File: config.mk
export PLATFORM = sky130hd
export DESIGN_NAME = wdu_watchdog
export DESIGN_NICKNAME = d
export VERILOG_FILES = /design/src/rtl/wdu_pkg.sv /design/src/rtl/wdu_prescaler.sv /design/src/rtl/wdu_watchdog.sv
export SDC_FILE = /design/constraint.sdc
export NUM_CORES = 1
export LEC_CHECK = 0
export BUFFER_PORTS_ARGS = -buffer_cell sky130_fd_sc_hd__buf_2
export CAP_MARGIN = 20
export CORE_AREA = 2 2 88 90
export CTS_BUF_LIST = sky130_fd_sc_hd__clkbuf_8
export DETAILED_ROUTE_END_ITERATION = 16
export DIE_AREA = 0 0 90 92
export HOLD_SLACK_MARGIN = 0.15
export PLACE_DENSITY_LB_ADDON = 0.2
export SLEW_MARGIN = 20
export SYNTH_ARGS = -nofsm -noshare
export SYNTH_HDL_FRONTEND = slang
export SYNTH_HIERARCHICAL = 1
export SYNTH_SLANG_ARGS = --single-unit
File: constraint.sdc
create_clock -name ref_clk -period 3.79 [get_ports ref_clk]
set_clock_uncertainty 0.1 [all_clocks]
set_input_delay 0.1895 -clock ref_clk [delete_from_list [all_inputs] [get_ports ref_clk]]
set_output_delay 0.1895 -clock ref_clk [all_outputs]
set_load 0.005 [all_outputs]
File: src/rtl/wdu_pkg.sv
package wdu_pkg;

  // Instruction words decoded by this block.
  localparam logic [11:0] WDU_OP_CLEAR_WDT = 12'h004;
  localparam logic [11:0] WDU_OP_LOAD_PRESCALER = 12'h002;
  localparam logic [11:0] WDU_OP_SLEEP = 12'h003;

  // Prescaler configuration register field positions and reset value.
  localparam int WDU_PS_LSB = 0;
  localparam int WDU_PS_MSB = 2;
  localparam int WDU_PSA_BIT = 3;
  localparam logic [7:0] WDU_CFG_RESET = 8'hFF;

  // Timing: nominal timeout and startup hold, both 18 ms, at a 20 MHz reference.
  localparam int WDU_CLK_HZ = 20000000;
  localparam int WDU_TIMEOUT_MS = 18;
  localparam int WDU_STARTUP_MS = 18;
  localparam int WDU_TIMEOUT_CYC = (WDU_CLK_HZ / 1000) * WDU_TIMEOUT_MS;
  localparam int WDU_STARTUP_CYC = (WDU_CLK_HZ / 1000) * WDU_STARTUP_MS;

  // Prescaler is eight bits wide, giving ratios 1:1 up to 1:128.
  localparam int WDU_PS_WIDTH = 8;

endpackage

File: src/rtl/wdu_prescaler.sv
`timescale 1ns/1ps
// Shared synchronous prescaler; tick pulses once per 2**ratio input ticks.
module wdu_prescaler
  import wdu_pkg::*;
#(
  parameter int WIDTH = WDU_PS_WIDTH
) (
  input wire logic ref_clk,
  input wire logic nrst,
  input wire logic clr,
  input wire logic tick_in,
  input wire logic [2:0] ratio,
  output logic tick_out
);

  // Refuse a counter too narrow for the largest ratio.
  if (WIDTH < 7) begin : g_bad_width
    $error("prescaler width too small for 1:128");
  end

  logic [WIDTH-1:0] cnt_r;
  logic [WIDTH-1:0] cnt_nxt;
  logic tick_nxt;

  // Count input ticks and raise one output tick at the selected ratio.
  always_comb begin
    cnt_nxt = cnt_r;
    tick_nxt = 1'b0;
    if (clr) begin
      cnt_nxt = '0;
    end else if (tick_in) begin
      if (cnt_r >= ((WIDTH'(1) << ratio) - WIDTH'(1))) begin
        cnt_nxt = '0;
        tick_nxt = 1'b1;
      end else begin
        cnt_nxt = cnt_r + WIDTH'(1);
      end
    end
  end

  // Register the count and the tick.
  always_ff @(posedge ref_clk or negedge nrst) begin
    if (!nrst) begin
      cnt_r <= '0;
      tick_out <= 1'b0;
    end else begin
      cnt_r <= cnt_nxt;
      tick_out <= tick_nxt;
    end
  end

endmodule

File: src/rtl/wdu_watchdog.sv
`timescale 1ns/1ps
// What this block does
// Watchdog counts on its own free clock, independent of core clock or sleep.
// An enabled watchdog reaching timeout raises a full device reset.
// The enable fuse in disabled setting blocks every timeout forever.
// Without prescaler the timeout is about 18 ms.
// Software may assign the prescaler to the watchdog, extending it up to 1:128.
// Clear-watchdog and sleep zero the counter and an assigned prescaler.
// A timeout drives the active-low timeout flag to zero.
// Word 0x004 is clear-watchdog: zero counter and assigned prescaler, update both flags.
// Word 0x002 loads the working register into the prescaler config; flags stay.
// Sleep clears power-down flag, sets timeout flag, stops main oscillator.
// A timeout restarts the startup delay, holding reset about 18 ms.
// An enabled timeout wakes the halted device; timeout flag marks the cause.
// Three config bits pick ratio 1:1 to 1:128; one bit assigns prescaler.
// Clear-watchdog sets both timeout and power-down flags to one.
module wdu_watchdog
  import wdu_pkg::*;
#(
  parameter int TIMEOUT_CYC = WDU_TIMEOUT_CYC,
  parameter int STARTUP_CYC = WDU_STARTUP_CYC
) (
  input wire logic ref_clk,
  input wire logic nrst,
  input wire logic wdt_fuse_en,
  input wire logic instr_valid,
  input wire logic [11:0] instr_word,
  input wire logic [7:0] work_reg,
  output logic device_reset,
  output logic wake,
  output logic osc_run,
  output logic timeout_flag_n,
  output logic powerdown_flag_n,
  output logic [7:0] prescaler_cfg,
  output logic [23:0] watchdog_counter
);

  // Refuse counts that the 24-bit counters cannot hold.
  if (TIMEOUT_CYC < 2 || TIMEOUT_CYC > 24'hFFFFFF) begin : g_bad_timeout
    $error("bad TIMEOUT_CYC");
  end
  if (STARTUP_CYC < 1 || STARTUP_CYC > 24'hFFFFFF) begin : g_bad_startup
    $error("bad STARTUP_CYC");
  end

  ////////////////////////////////////////////////////////////////////////////
  // Fuse synchroniser and instruction decode.

  logic fuse_s1_r;
  logic fuse_s2_r;
  logic clear_watchdog_instr;
  logic load_cfg_instr;
  logic sleep_instr;
  logic assigned;
  logic ps_tick;
  logic wdt_tick;
  logic timeout_evt;

  // The fuse is a pin: two flops before it is used.
  always_ff @(posedge ref_clk or negedge nrst) begin
    if (!nrst) begin
      fuse_s1_r <= 1'b0;
      fuse_s2_r <= 1'b0;
    end else begin
      fuse_s1_r <= wdt_fuse_en;
      fuse_s2_r <= fuse_s1_r;
    end
  end

  // Decode the two instructions this block owns plus sleep.
  assign clear_watchdog_instr = instr_valid && (instr_word == WDU_OP_CLEAR_WDT);
  assign load_cfg_instr = instr_valid && (instr_word == WDU_OP_LOAD_PRESCALER);
  assign sleep_instr = instr_valid && (instr_word == WDU_OP_SLEEP);
  assign assigned = prescaler_cfg[WDU_PSA_BIT];

  ////////////////////////////////////////////////////////////////////////////
  // Prescaler and watchdog counter.

  // Prescaler always divides the free base tick; cleared with the watchdog only when assigned.
  wdu_prescaler #(.WIDTH(WDU_PS_WIDTH)) u_ps (
    .ref_clk(ref_clk),
    .nrst(nrst),
    .clr((clear_watchdog_instr || sleep_instr) && assigned),
    .tick_in(1'b1),
    .ratio(prescaler_cfg[WDU_PS_MSB:WDU_PS_LSB]),
    .tick_out(ps_tick)
  );

  // Counter advances every cycle, or on prescaler ticks when assigned.
  assign wdt_tick = assigned ? ps_tick : 1'b1;
  assign timeout_evt = fuse_s2_r && wdt_tick && (watchdog_counter == 24'(TIMEOUT_CYC - 1));

  logic [23:0] cnt_nxt;
  logic [7:0] cfg_nxt;

  // Counter keeps running regardless of sleep or oscillator state.
  always_comb begin
    cnt_nxt = watchdog_counter;
    cfg_nxt = prescaler_cfg;
    if (clear_watchdog_instr || sleep_instr || !fuse_s2_r || timeout_evt) begin
      cnt_nxt = '0;
    end else if (wdt_tick) begin
      cnt_nxt = watchdog_counter + 24'h000001;
    end
    if (load_cfg_instr) begin
      cfg_nxt = work_reg;
    end
  end

  // Register counter and configuration.
  always_ff @(posedge ref_clk or negedge nrst) begin
    if (!nrst) begin
      watchdog_counter <= '0;
      prescaler_cfg <= WDU_CFG_RESET;
    end else begin
      watchdog_counter <= cnt_nxt;
      prescaler_cfg <= cfg_nxt;
    end
  end

  ////////////////////////////////////////////////////////////////////////////
  // Flags, sleep, startup hold and reset output.

  logic asleep_r;
  logic asleep_nxt;
  logic [23:0] hold_r;
  logic [23:0] hold_nxt;
  logic to_nxt;
  logic pd_nxt;
  logic rst_nxt;
  logic wake_nxt;
  logic osc_nxt;

  // Timeout wins over same-cycle instruction updates of timeout flag and sleep state; power-down flag keeps the instruction's value.
  always_comb begin
    to_nxt = timeout_flag_n;
    pd_nxt = powerdown_flag_n;
    asleep_nxt = asleep_r;
    hold_nxt = hold_r;
    wake_nxt = 1'b0;
    if (clear_watchdog_instr) begin
      to_nxt = 1'b1;
      pd_nxt = 1'b1;
    end else if (sleep_instr) begin
      to_nxt = 1'b1;
      pd_nxt = 1'b0;
      asleep_nxt = 1'b1;
    end
    if (hold_r != 24'h000000) begin
      hold_nxt = hold_r - 24'h000001;
    end
    if (timeout_evt) begin
      to_nxt = 1'b0;
      hold_nxt = 24'(STARTUP_CYC);
      wake_nxt = asleep_r;
      asleep_nxt = 1'b0;
    end
    rst_nxt = (hold_nxt != 24'h000000);
    osc_nxt = !asleep_nxt;
  end

  // Register flags and outputs.
  always_ff @(posedge ref_clk or negedge nrst) begin
    if (!nrst) begin
      timeout_flag_n <= 1'b1;
      powerdown_flag_n <= 1'b1;
      asleep_r <= 1'b0;
      hold_r <= '0;
      device_reset <= 1'b0;
      wake <= 1'b0;
      osc_run <= 1'b1;
    end else begin
      timeout_flag_n <= to_nxt;
      powerdown_flag_n <= pd_nxt;
      asleep_r <= asleep_nxt;
      hold_r <= hold_nxt;
      device_reset <= rst_nxt;
      wake <= wake_nxt;
      osc_run <= osc_nxt;
    end
  end

  ////////////////////////////////////////////////////////////////////////////
  // Hold length helper, read only by the checks below.

  logic [23:0] hold_len_r;
  logic [23:0] hold_len_nxt;

  // Counts consecutive cycles in which the device reset output stands high.
  always_comb begin
    hold_len_nxt = device_reset ? (hold_len_r + 24'h000001) : 24'h000000;
  end

  // Register the hold length.
  always_ff @(posedge ref_clk or negedge nrst) begin
    if (!nrst) begin
      hold_len_r <= '0;
    end else begin
      hold_len_r <= hold_len_nxt;
    end
  end

  ////////////////////////////////////////////////////////////////////////////
  // Checks.

  AST_TIMEOUT_RESET: assert property (@(posedge ref_clk) disable iff (!nrst)
    timeout_evt |=> device_reset && !timeout_flag_n) else $error("timeout did not reset");
  AST_RESET_CAUSE: assert property (@(posedge ref_clk) disable iff (!nrst)
    $rose(device_reset) |-> $past(timeout_evt)) else $error("reset without timeout");
  AST_FUSE_OFF: assert property (@(posedge ref_clk) disable iff (!nrst)
    !fuse_s2_r |=> watchdog_counter == 24'h000000) else $error("counter ran while fuse off");
  AST_CLEAR_ZERO: assert property (@(posedge ref_clk) disable iff (!nrst)
    (clear_watchdog_instr || sleep_instr) |=> watchdog_counter == 24'h000000) else $error("clear failed");
  AST_PS_STEP: assert property (@(posedge ref_clk) disable iff (!nrst)
    (fuse_s2_r && assigned && !ps_tick && !clear_watchdog_instr && !sleep_instr)
    |=> $stable(watchdog_counter)) else $error("counter moved without prescaler tick");
  AST_FLAG_CAUSE: assert property (@(posedge ref_clk) disable iff (!nrst)
    $fell(timeout_flag_n) |-> $past(timeout_evt)) else $error("timeout flag fell without timeout");
  AST_CLEAR_FLAGS: assert property (@(posedge ref_clk) disable iff (!nrst)
    (clear_watchdog_instr && !timeout_evt) |=> timeout_flag_n && powerdown_flag_n) else $error("flags wrong");
  AST_SLEEP_FLAGS: assert property (@(posedge ref_clk) disable iff (!nrst)
    (sleep_instr && !timeout_evt) |=> !powerdown_flag_n && !osc_run) else $error("sleep wrong");
  AST_LOAD_CFG: assert property (@(posedge ref_clk) disable iff (!nrst)
    (load_cfg_instr && !timeout_evt) |=> prescaler_cfg == $past(work_reg) && $stable(timeout_flag_n)
    && $stable(powerdown_flag_n)) else $error("load wrong");
  AST_HOLD: assert property (@(posedge ref_clk) disable iff (!nrst)
    timeout_evt |=> device_reset [*8]) else $error("hold too short");
  AST_HOLD_LEN: assert property (@(posedge ref_clk) disable iff (!nrst)
    $fell(device_reset) |-> hold_len_r >= 24'(STARTUP_CYC)) else $error("startup hold ended early");
  AST_WAKE: assert property (@(posedge ref_clk) disable iff (!nrst)
    (timeout_evt && asleep_r) |=> wake && osc_run) else $error("no wake");
  AST_WAKE_FLAG: assert property (@(posedge ref_clk) disable iff (!nrst)
    wake |-> !timeout_flag_n && device_reset) else $error("wake without timeout mark");
  AST_RUN_ASLEEP: assert property (@(posedge ref_clk) disable iff (!nrst)
    (asleep_r && fuse_s2_r && !assigned && !sleep_instr && !clear_watchdog_instr && !timeout_evt)
    |=> watchdog_counter == $past(watchdog_counter) + 24'h000001) else $error("stalled");

endmodule

==> After elaboration in Yosys (flattened, before gate mapping) <==
Index checks and enable logic that the tools add are counted.
{ "op_classes": {"n_reduce_logical": 16, "eq_ne": 4, "magnitude_cmp": 1, "shifts": 1, "mux": 18, "n_addsub": 4} }
{ "op_table": {"columns": ["operator", "count"], "rows": [
  ["24-bit 2-to-1 mux", 4],
  ["24-bit nonzero test", 2],
  ["24-bit by 1-bit adder with 24-bit output, second input constant", 1],
  ["12-bit by 2-bit equality test with 1-bit output, second input constant", 2],
  ["24-bit by 19-bit equality test with 1-bit output, second input constant", 1],
  ["24-bit by 1-bit subtractor with 24-bit output, second input constant", 1],
  ["8-bit 2-to-1 mux", 2],
  ["12-bit by 3-bit equality test with 1-bit output, second input constant", 1],
  ["1-bit 2-to-1 mux", 12],
  ["8-bit by 1-bit adder with 8-bit output, second input constant", 1],
  ["8-bit greater-or-equal comparator", 1],
  ["1-bit by 3-bit left shift with 8-bit output, first input constant", 1],
  ["8-bit by 1-bit subtractor with 8-bit output, second input constant", 1],
  ["1-bit logical AND", 6],
  ["2-bit nonzero test", 2],
  ["1-bit logical OR", 3],
  ["3-bit nonzero test", 1],
  ["1-bit zero test", 2]
]} }
{ "word_totals": {"out_inout_bits": 37, "regBits": 73} }

==> Logic depth before layout (Yosys ltp) <==
{ "depth": {"depth_word": 6, "ltp_mapped": 11, "depth_no_buf": 9} }

==> By module <==
The synthesis kept the hierarchy.
{ "by_module_without_submodules": {"columns": ["mod", "area_per_inst_um2", "cells_each", "n_inst"], "rows": [
  ["wdu_watchdog", 3477.1, 351, 1],
  ["wdu_prescaler", 703.2, 79, 1]
]} }

==> Least setup slack after synthesis <==
No wires, ideal clock.
{ "synth_timing": {"path_kind": "reg2reg", "start": "register hold_r[0]", "end": "register device_reset", "setup_time_ns": 0.148, "period_less_slack_ns": 2.732, "path_slack_ns": 1.058, "arrival_time_ns": 2.485, "required_time_ns": 3.542, "path_stages_with_launch": 12, "path_cell_list": "dfrtp_1 > clkbuf_1 > inv_1 > ha_1 > buf_2 > or4b_1 > or2_1 > buf_6 > o31ai_4 > o2111ai_1 > a2111oi_1 > nand4_1"} }
{ "synth_via": {"elab_chain_len": 4} }
{ "synth_rtl": {"columns": ["item", "line", "rtl"], "rows": [
  ["start: declaration", "wdu_watchdog.sv:126", "logic [23:0] hold_r;"],
  ["start signal: assignment", "wdu_watchdog.sv:176", "hold_r <= hold_nxt;"],
  ["24-bit by 1-bit subtractor with 24-bit output or 24-bit nonzero test (tied branches)", "wdu_watchdog.sv:150, wdu_watchdog.sv:149", null],
  ["24-bit 2-to-1 mux (*)", "wdu_watchdog.sv:149", "if (hold_r != 24'h000000) begin"],
  ["24-bit 2-to-1 mux (*)", "wdu_watchdog.sv:152", "if (timeout_evt) begin"],
  ["24-bit nonzero test (*)", "wdu_watchdog.sv:158", "rst_nxt = (hold_nxt != 24'h000000);"],
  ["net rst_nxt", "wdu_watchdog.sv:130", "logic rst_nxt;"],
  ["end signal: assignment", "wdu_watchdog.sv:177", "device_reset <= rst_nxt;"],
  ["end: declaration", "wdu_watchdog.sv:29", "output logic device_reset,"]
]} }
Mark *: on every way through the listed nets, which the timed path passes. The rest lies on a longest branch.
A chain may end at the register's enable or synchronous reset.

==> Final worst setup path <==
{ "layout_timing": {"start": "register hold_r[0]", "end": "register device_reset"} }
{ "layout_via": {"elab_chain_len": 4} }
{ "layout_rtl": {"columns": ["item", "line", "rtl"], "rows": [
  ["24-bit by 1-bit subtractor with 24-bit output or 24-bit nonzero test (tied branches)", "wdu_watchdog.sv:150, wdu_watchdog.sv:149", null],
  ["24-bit 2-to-1 mux (*)", "wdu_watchdog.sv:149", null],
  ["24-bit 2-to-1 mux (*)", "wdu_watchdog.sv:152", null],
  ["net hold_nxt[14]", "wdu_watchdog.sv:127", "logic [23:0] hold_nxt;"],
  ["24-bit nonzero test (*)", "wdu_watchdog.sv:158", null],
  ["net rst_nxt", "wdu_watchdog.sv:130", null]
]} }
Marked as above.

==> flow_summary.ini <==
[setup_path]
crit_required_ns = 3.90
crit_path_end_kind = flip-flop
crit_path_max_fanout = 10
crit_type = flip-flop to flip-flop
startpoint_type = flip-flop
r2r_slack_ns = 0.77
crit_path_cell_trace = inv_1 -> ha_1 -> or4b_1 -> or2_1 -> o31ai_1 -> o311ai_1 -> a2111oi_2 -> nand4_1
slowest_delay_ns = 0.51
crit_slowest_cell = or4b_1
reg2reg_depth = 8
crit_arrival_ns = 3.12

[global_routing]
grt_use_met3_pct = 3.698
grt.busiest_layer = met2
grt_pass1_wl_mm = 16.50
grtUsageMet1_pct = 34.88
grt_max_degree = 38
gr-total-overflow = 0
antenna_found_initial = 0
gr-usage-all-layers_pct = 24.46
grt_pass1_vias = 3394
grt_use_met2_pct = 38.60

[clock_tree]
cts_buffers = 9
cts_setup_buffers = 0
clk_pin_slew_worst_paths_ns = 0.08
cts_buffer_depth = 2
numClockSinks = 73
cts_tree = yes
clkLatencyLatePin_ns = 0.35
root_buffer = clkbuf_8
cts_hold_buf = 12
cts_max_level = 3
ctsResizeCount = 0

[pwr]
p_leak_nw = 2.463
ir_drop_uv = 229.1
pwr_density_cell_nw_per_um2 = 340.6

[layout]
fillers = 629
syn_to_final_growth_pct = 17.84
layout-drive-gt1-share_pct = 22.61
diodes = 0
final_nets = 544
post-route-util_pct = 66.15

[die]
initial_core_util_pct = 56.13
dieArea_um2 = 8280
num_rows = 32
fp.coreArea_um2 = 7447
die_x_um = 90
die_h_um = 92
pin_count = 61

[timing]
fmax_mhz = 331.7
min_period_over_period_pct = 79.55
slew_viol_final = 0
min_period_ns = 3.015
hold_violations = 0
setup_ws_ns = 0.7750
relSlewSlack_pct = 41.83
setup_viol = 0
worst_slew_pin_slew_ns = 0.8646
rsz0062_at_grt = no
fin_tns_setup_ns = 0

[min_path]
hp-class = primary input to flip-flop
whs_path_depth = 4

[yosys]
avgSynthCellArea_um2 = 9.722
yosys-mux-area-fraction_pct = 2.634
synth-seq-area-share_pct = 44.03
synth_cells = 430
synth_flop_cell = dfrtp_1
yosysWarnings = 6
synthAdderAreaFrac_pct = 3.592
synth_seq_cells = 73
synth_xor_xnor_area_share_pct = 7.124
synth_cell_types = 71
yosys.area_share.simple_pct = 26.97
synth_top_family_by_area = simple AND/OR/NAND/NOR gates
syn_area_um2 = 4180
synth_compound_area_share_pct = 12.21
synth_edf_count = 0
async_flop_share_pct = 100.0

[routing]
avgViaCountPerCell = 5.683
antenna_left = 0
wl_mm = 9.473
drt_iter0_drc = 206
routedWlPerCell_um = 15.40
vias = 3495
drc = 0
dr.pass1.iters = 4

[placed_design]
hpwlAfterDp_mm = 6.952
place_ws_ns = 0.8114
portBuffers = 60
gp_congestion = 0.8982

[run_status]
status = finished clean

[flow_run]
max-cap-violations = 0
[worst paths after layout]
path                                                 to                 from
hold reg to reg                     fuse_s2_r$_DFF_PN0_  fuse_s1_r$_DFF_PN0_
setup reg to reg                 device_reset$_DFF_PN0_  hold_r[0]$_DFF_PN0_
hold / removal                        osc_run$_DFF_PN1_        instr_word[2]
max in group asynchronous  prescaler_cfg[2]$_DFFE_PN1P_                 nrst
min in group asynchronous          hold_r[22]$_DFF_PN0_                 nrst
setup / recovery                 device_reset$_DFF_PN0_  hold_r[0]$_DFF_PN0_
[cell usage after synthesis, types with 3 or more instances]
cell type  count  share of area [%]
nor2_1        54                4.8
and2_1         8                1.2
xor2_1        22                4.6
or4_1          6                1.1
o21ai_0        5               0.60
nor3b_1        5               0.90
or3_1          5               0.75
clkbuf_1       7               0.63
dfrtp_1       62                 37
and4_1         4               0.84
nand4_1       11                1.6
nand3_1       16                1.9
xnor2_1       12                2.5
a31o_2         3               0.63
nor3_1         9                1.1
o31ai_1        5               0.90
nor2b_1        7                1.0
nand2_1       30                2.7
o41ai_1        3               0.63
a21oi_1       15                1.8
inv_1         14                1.3
nor4_1        11                1.6
dfstp_2       11                6.9
buf_2          7               0.84
and3_1         8                1.2
nand4b_1       4               0.84
mux2_2         8                2.2
ha_1          12                3.6
a31oi_1        9                1.3
[critical path, delay by kind of cell, from the launching register on]
family	cells	cell delay (ns)
and+or+nand+nor	3	1.01
DFF	1	0.47
AOI/OAI and AO/OA	3	0.86
buffers and inverters	1	0.12
adders and majority gates	1	0.32
[flip-flops by register name (all words and copies together) (netlist names)]
name              cells
fuse_s1_r             1
watchdog_counter     24
u_ps/tick_out         1
osc_run               1
powerdown_flag_n      1
asleep_r              1
wake                  1
device_reset          1
timeout_flag_n        1
fuse_s2_r             1
u_ps/cnt_r            8
prescaler_cfg         8
hold_r               24
[cell usage in the layout (no fill, tap or decap), types with 9 or more instances in the layout]
cell / count
xor2_1: 22
dfstp_2: 11
nand2_1: 30
a31oi_1: 9
buf_2: 60
nor2_1: 54
clkbuf_8: 9
xnor2_1: 12
dlygate4sd3_1: 12
dfrtp_1: 62
nor4_1: 11
a21oi_1: 15
ha_1: 12
nand3_1: 16
inv_1: 14
conb_1: 9
nand4_1: 11
nor3_1: 9
[logic make-up (layout without fill, tap and decap cells)]
kind of cell / Yosys count / count (layout)
AND/OR/NAND/NOR: 201 / 201
adder cells (fa/ha/maj): 12 / 12
AO/OA/AOI/OAI: 68 / 68
multiplexers: 10 / 10
flip-flops: 73 / 73
other: 2 / 9
buffers and inverters: 30 / 106
XOR/XNOR: 34 / 34
[final cells by class]
type	instances	area [µm²]	area share, %
Clock inverter	7	101.3	2.057
Tap cell	102	127.6	2.591
Sequential cell	73	1841	37.36
Timing Repair Buffer	76	450.4	9.144
Clock buffer	9	123.9	2.515
Inverter	14	52.55	1.067
Multi-Input combinational cell	334	2230	45.26
[stage by stage]
stage	hold WS (ns)	area, µm²	std cells	total power [mW]
2_1_floorplan	-0.2061	4207	437	0.9321
3_3_place_gp	0.2149	4581	587	0.9839
3_5_place_dp	0.2034	4581	587	0.9907
4_1_cts	0.2115	4926	615	1.690
5_1_grt	0.2459	4926	615	1.765
6_report	0.2182	4926	615	1.678
[power by group]
| part | switching, mW | leakage (nW) | total [mW] | internal, mW |
|---|---|---|---|---|
| clock network | 0.316 | 0.106 | 0.692 | 0.376 |
| logic | 0.0879 | 1.39 | 0.166 | 0.0783 |
| registers | 0.0214 | 0.970 | 0.820 | 0.798 |
[per-layer routing]
layer  vias up  part of all wire [%]
li1       1718                     -
met1      1670                    47
met2        95                    47
met3        12                   4.9
met4         0                   1.2
met5         -                     0
Power figures use the tool's default switching activity.
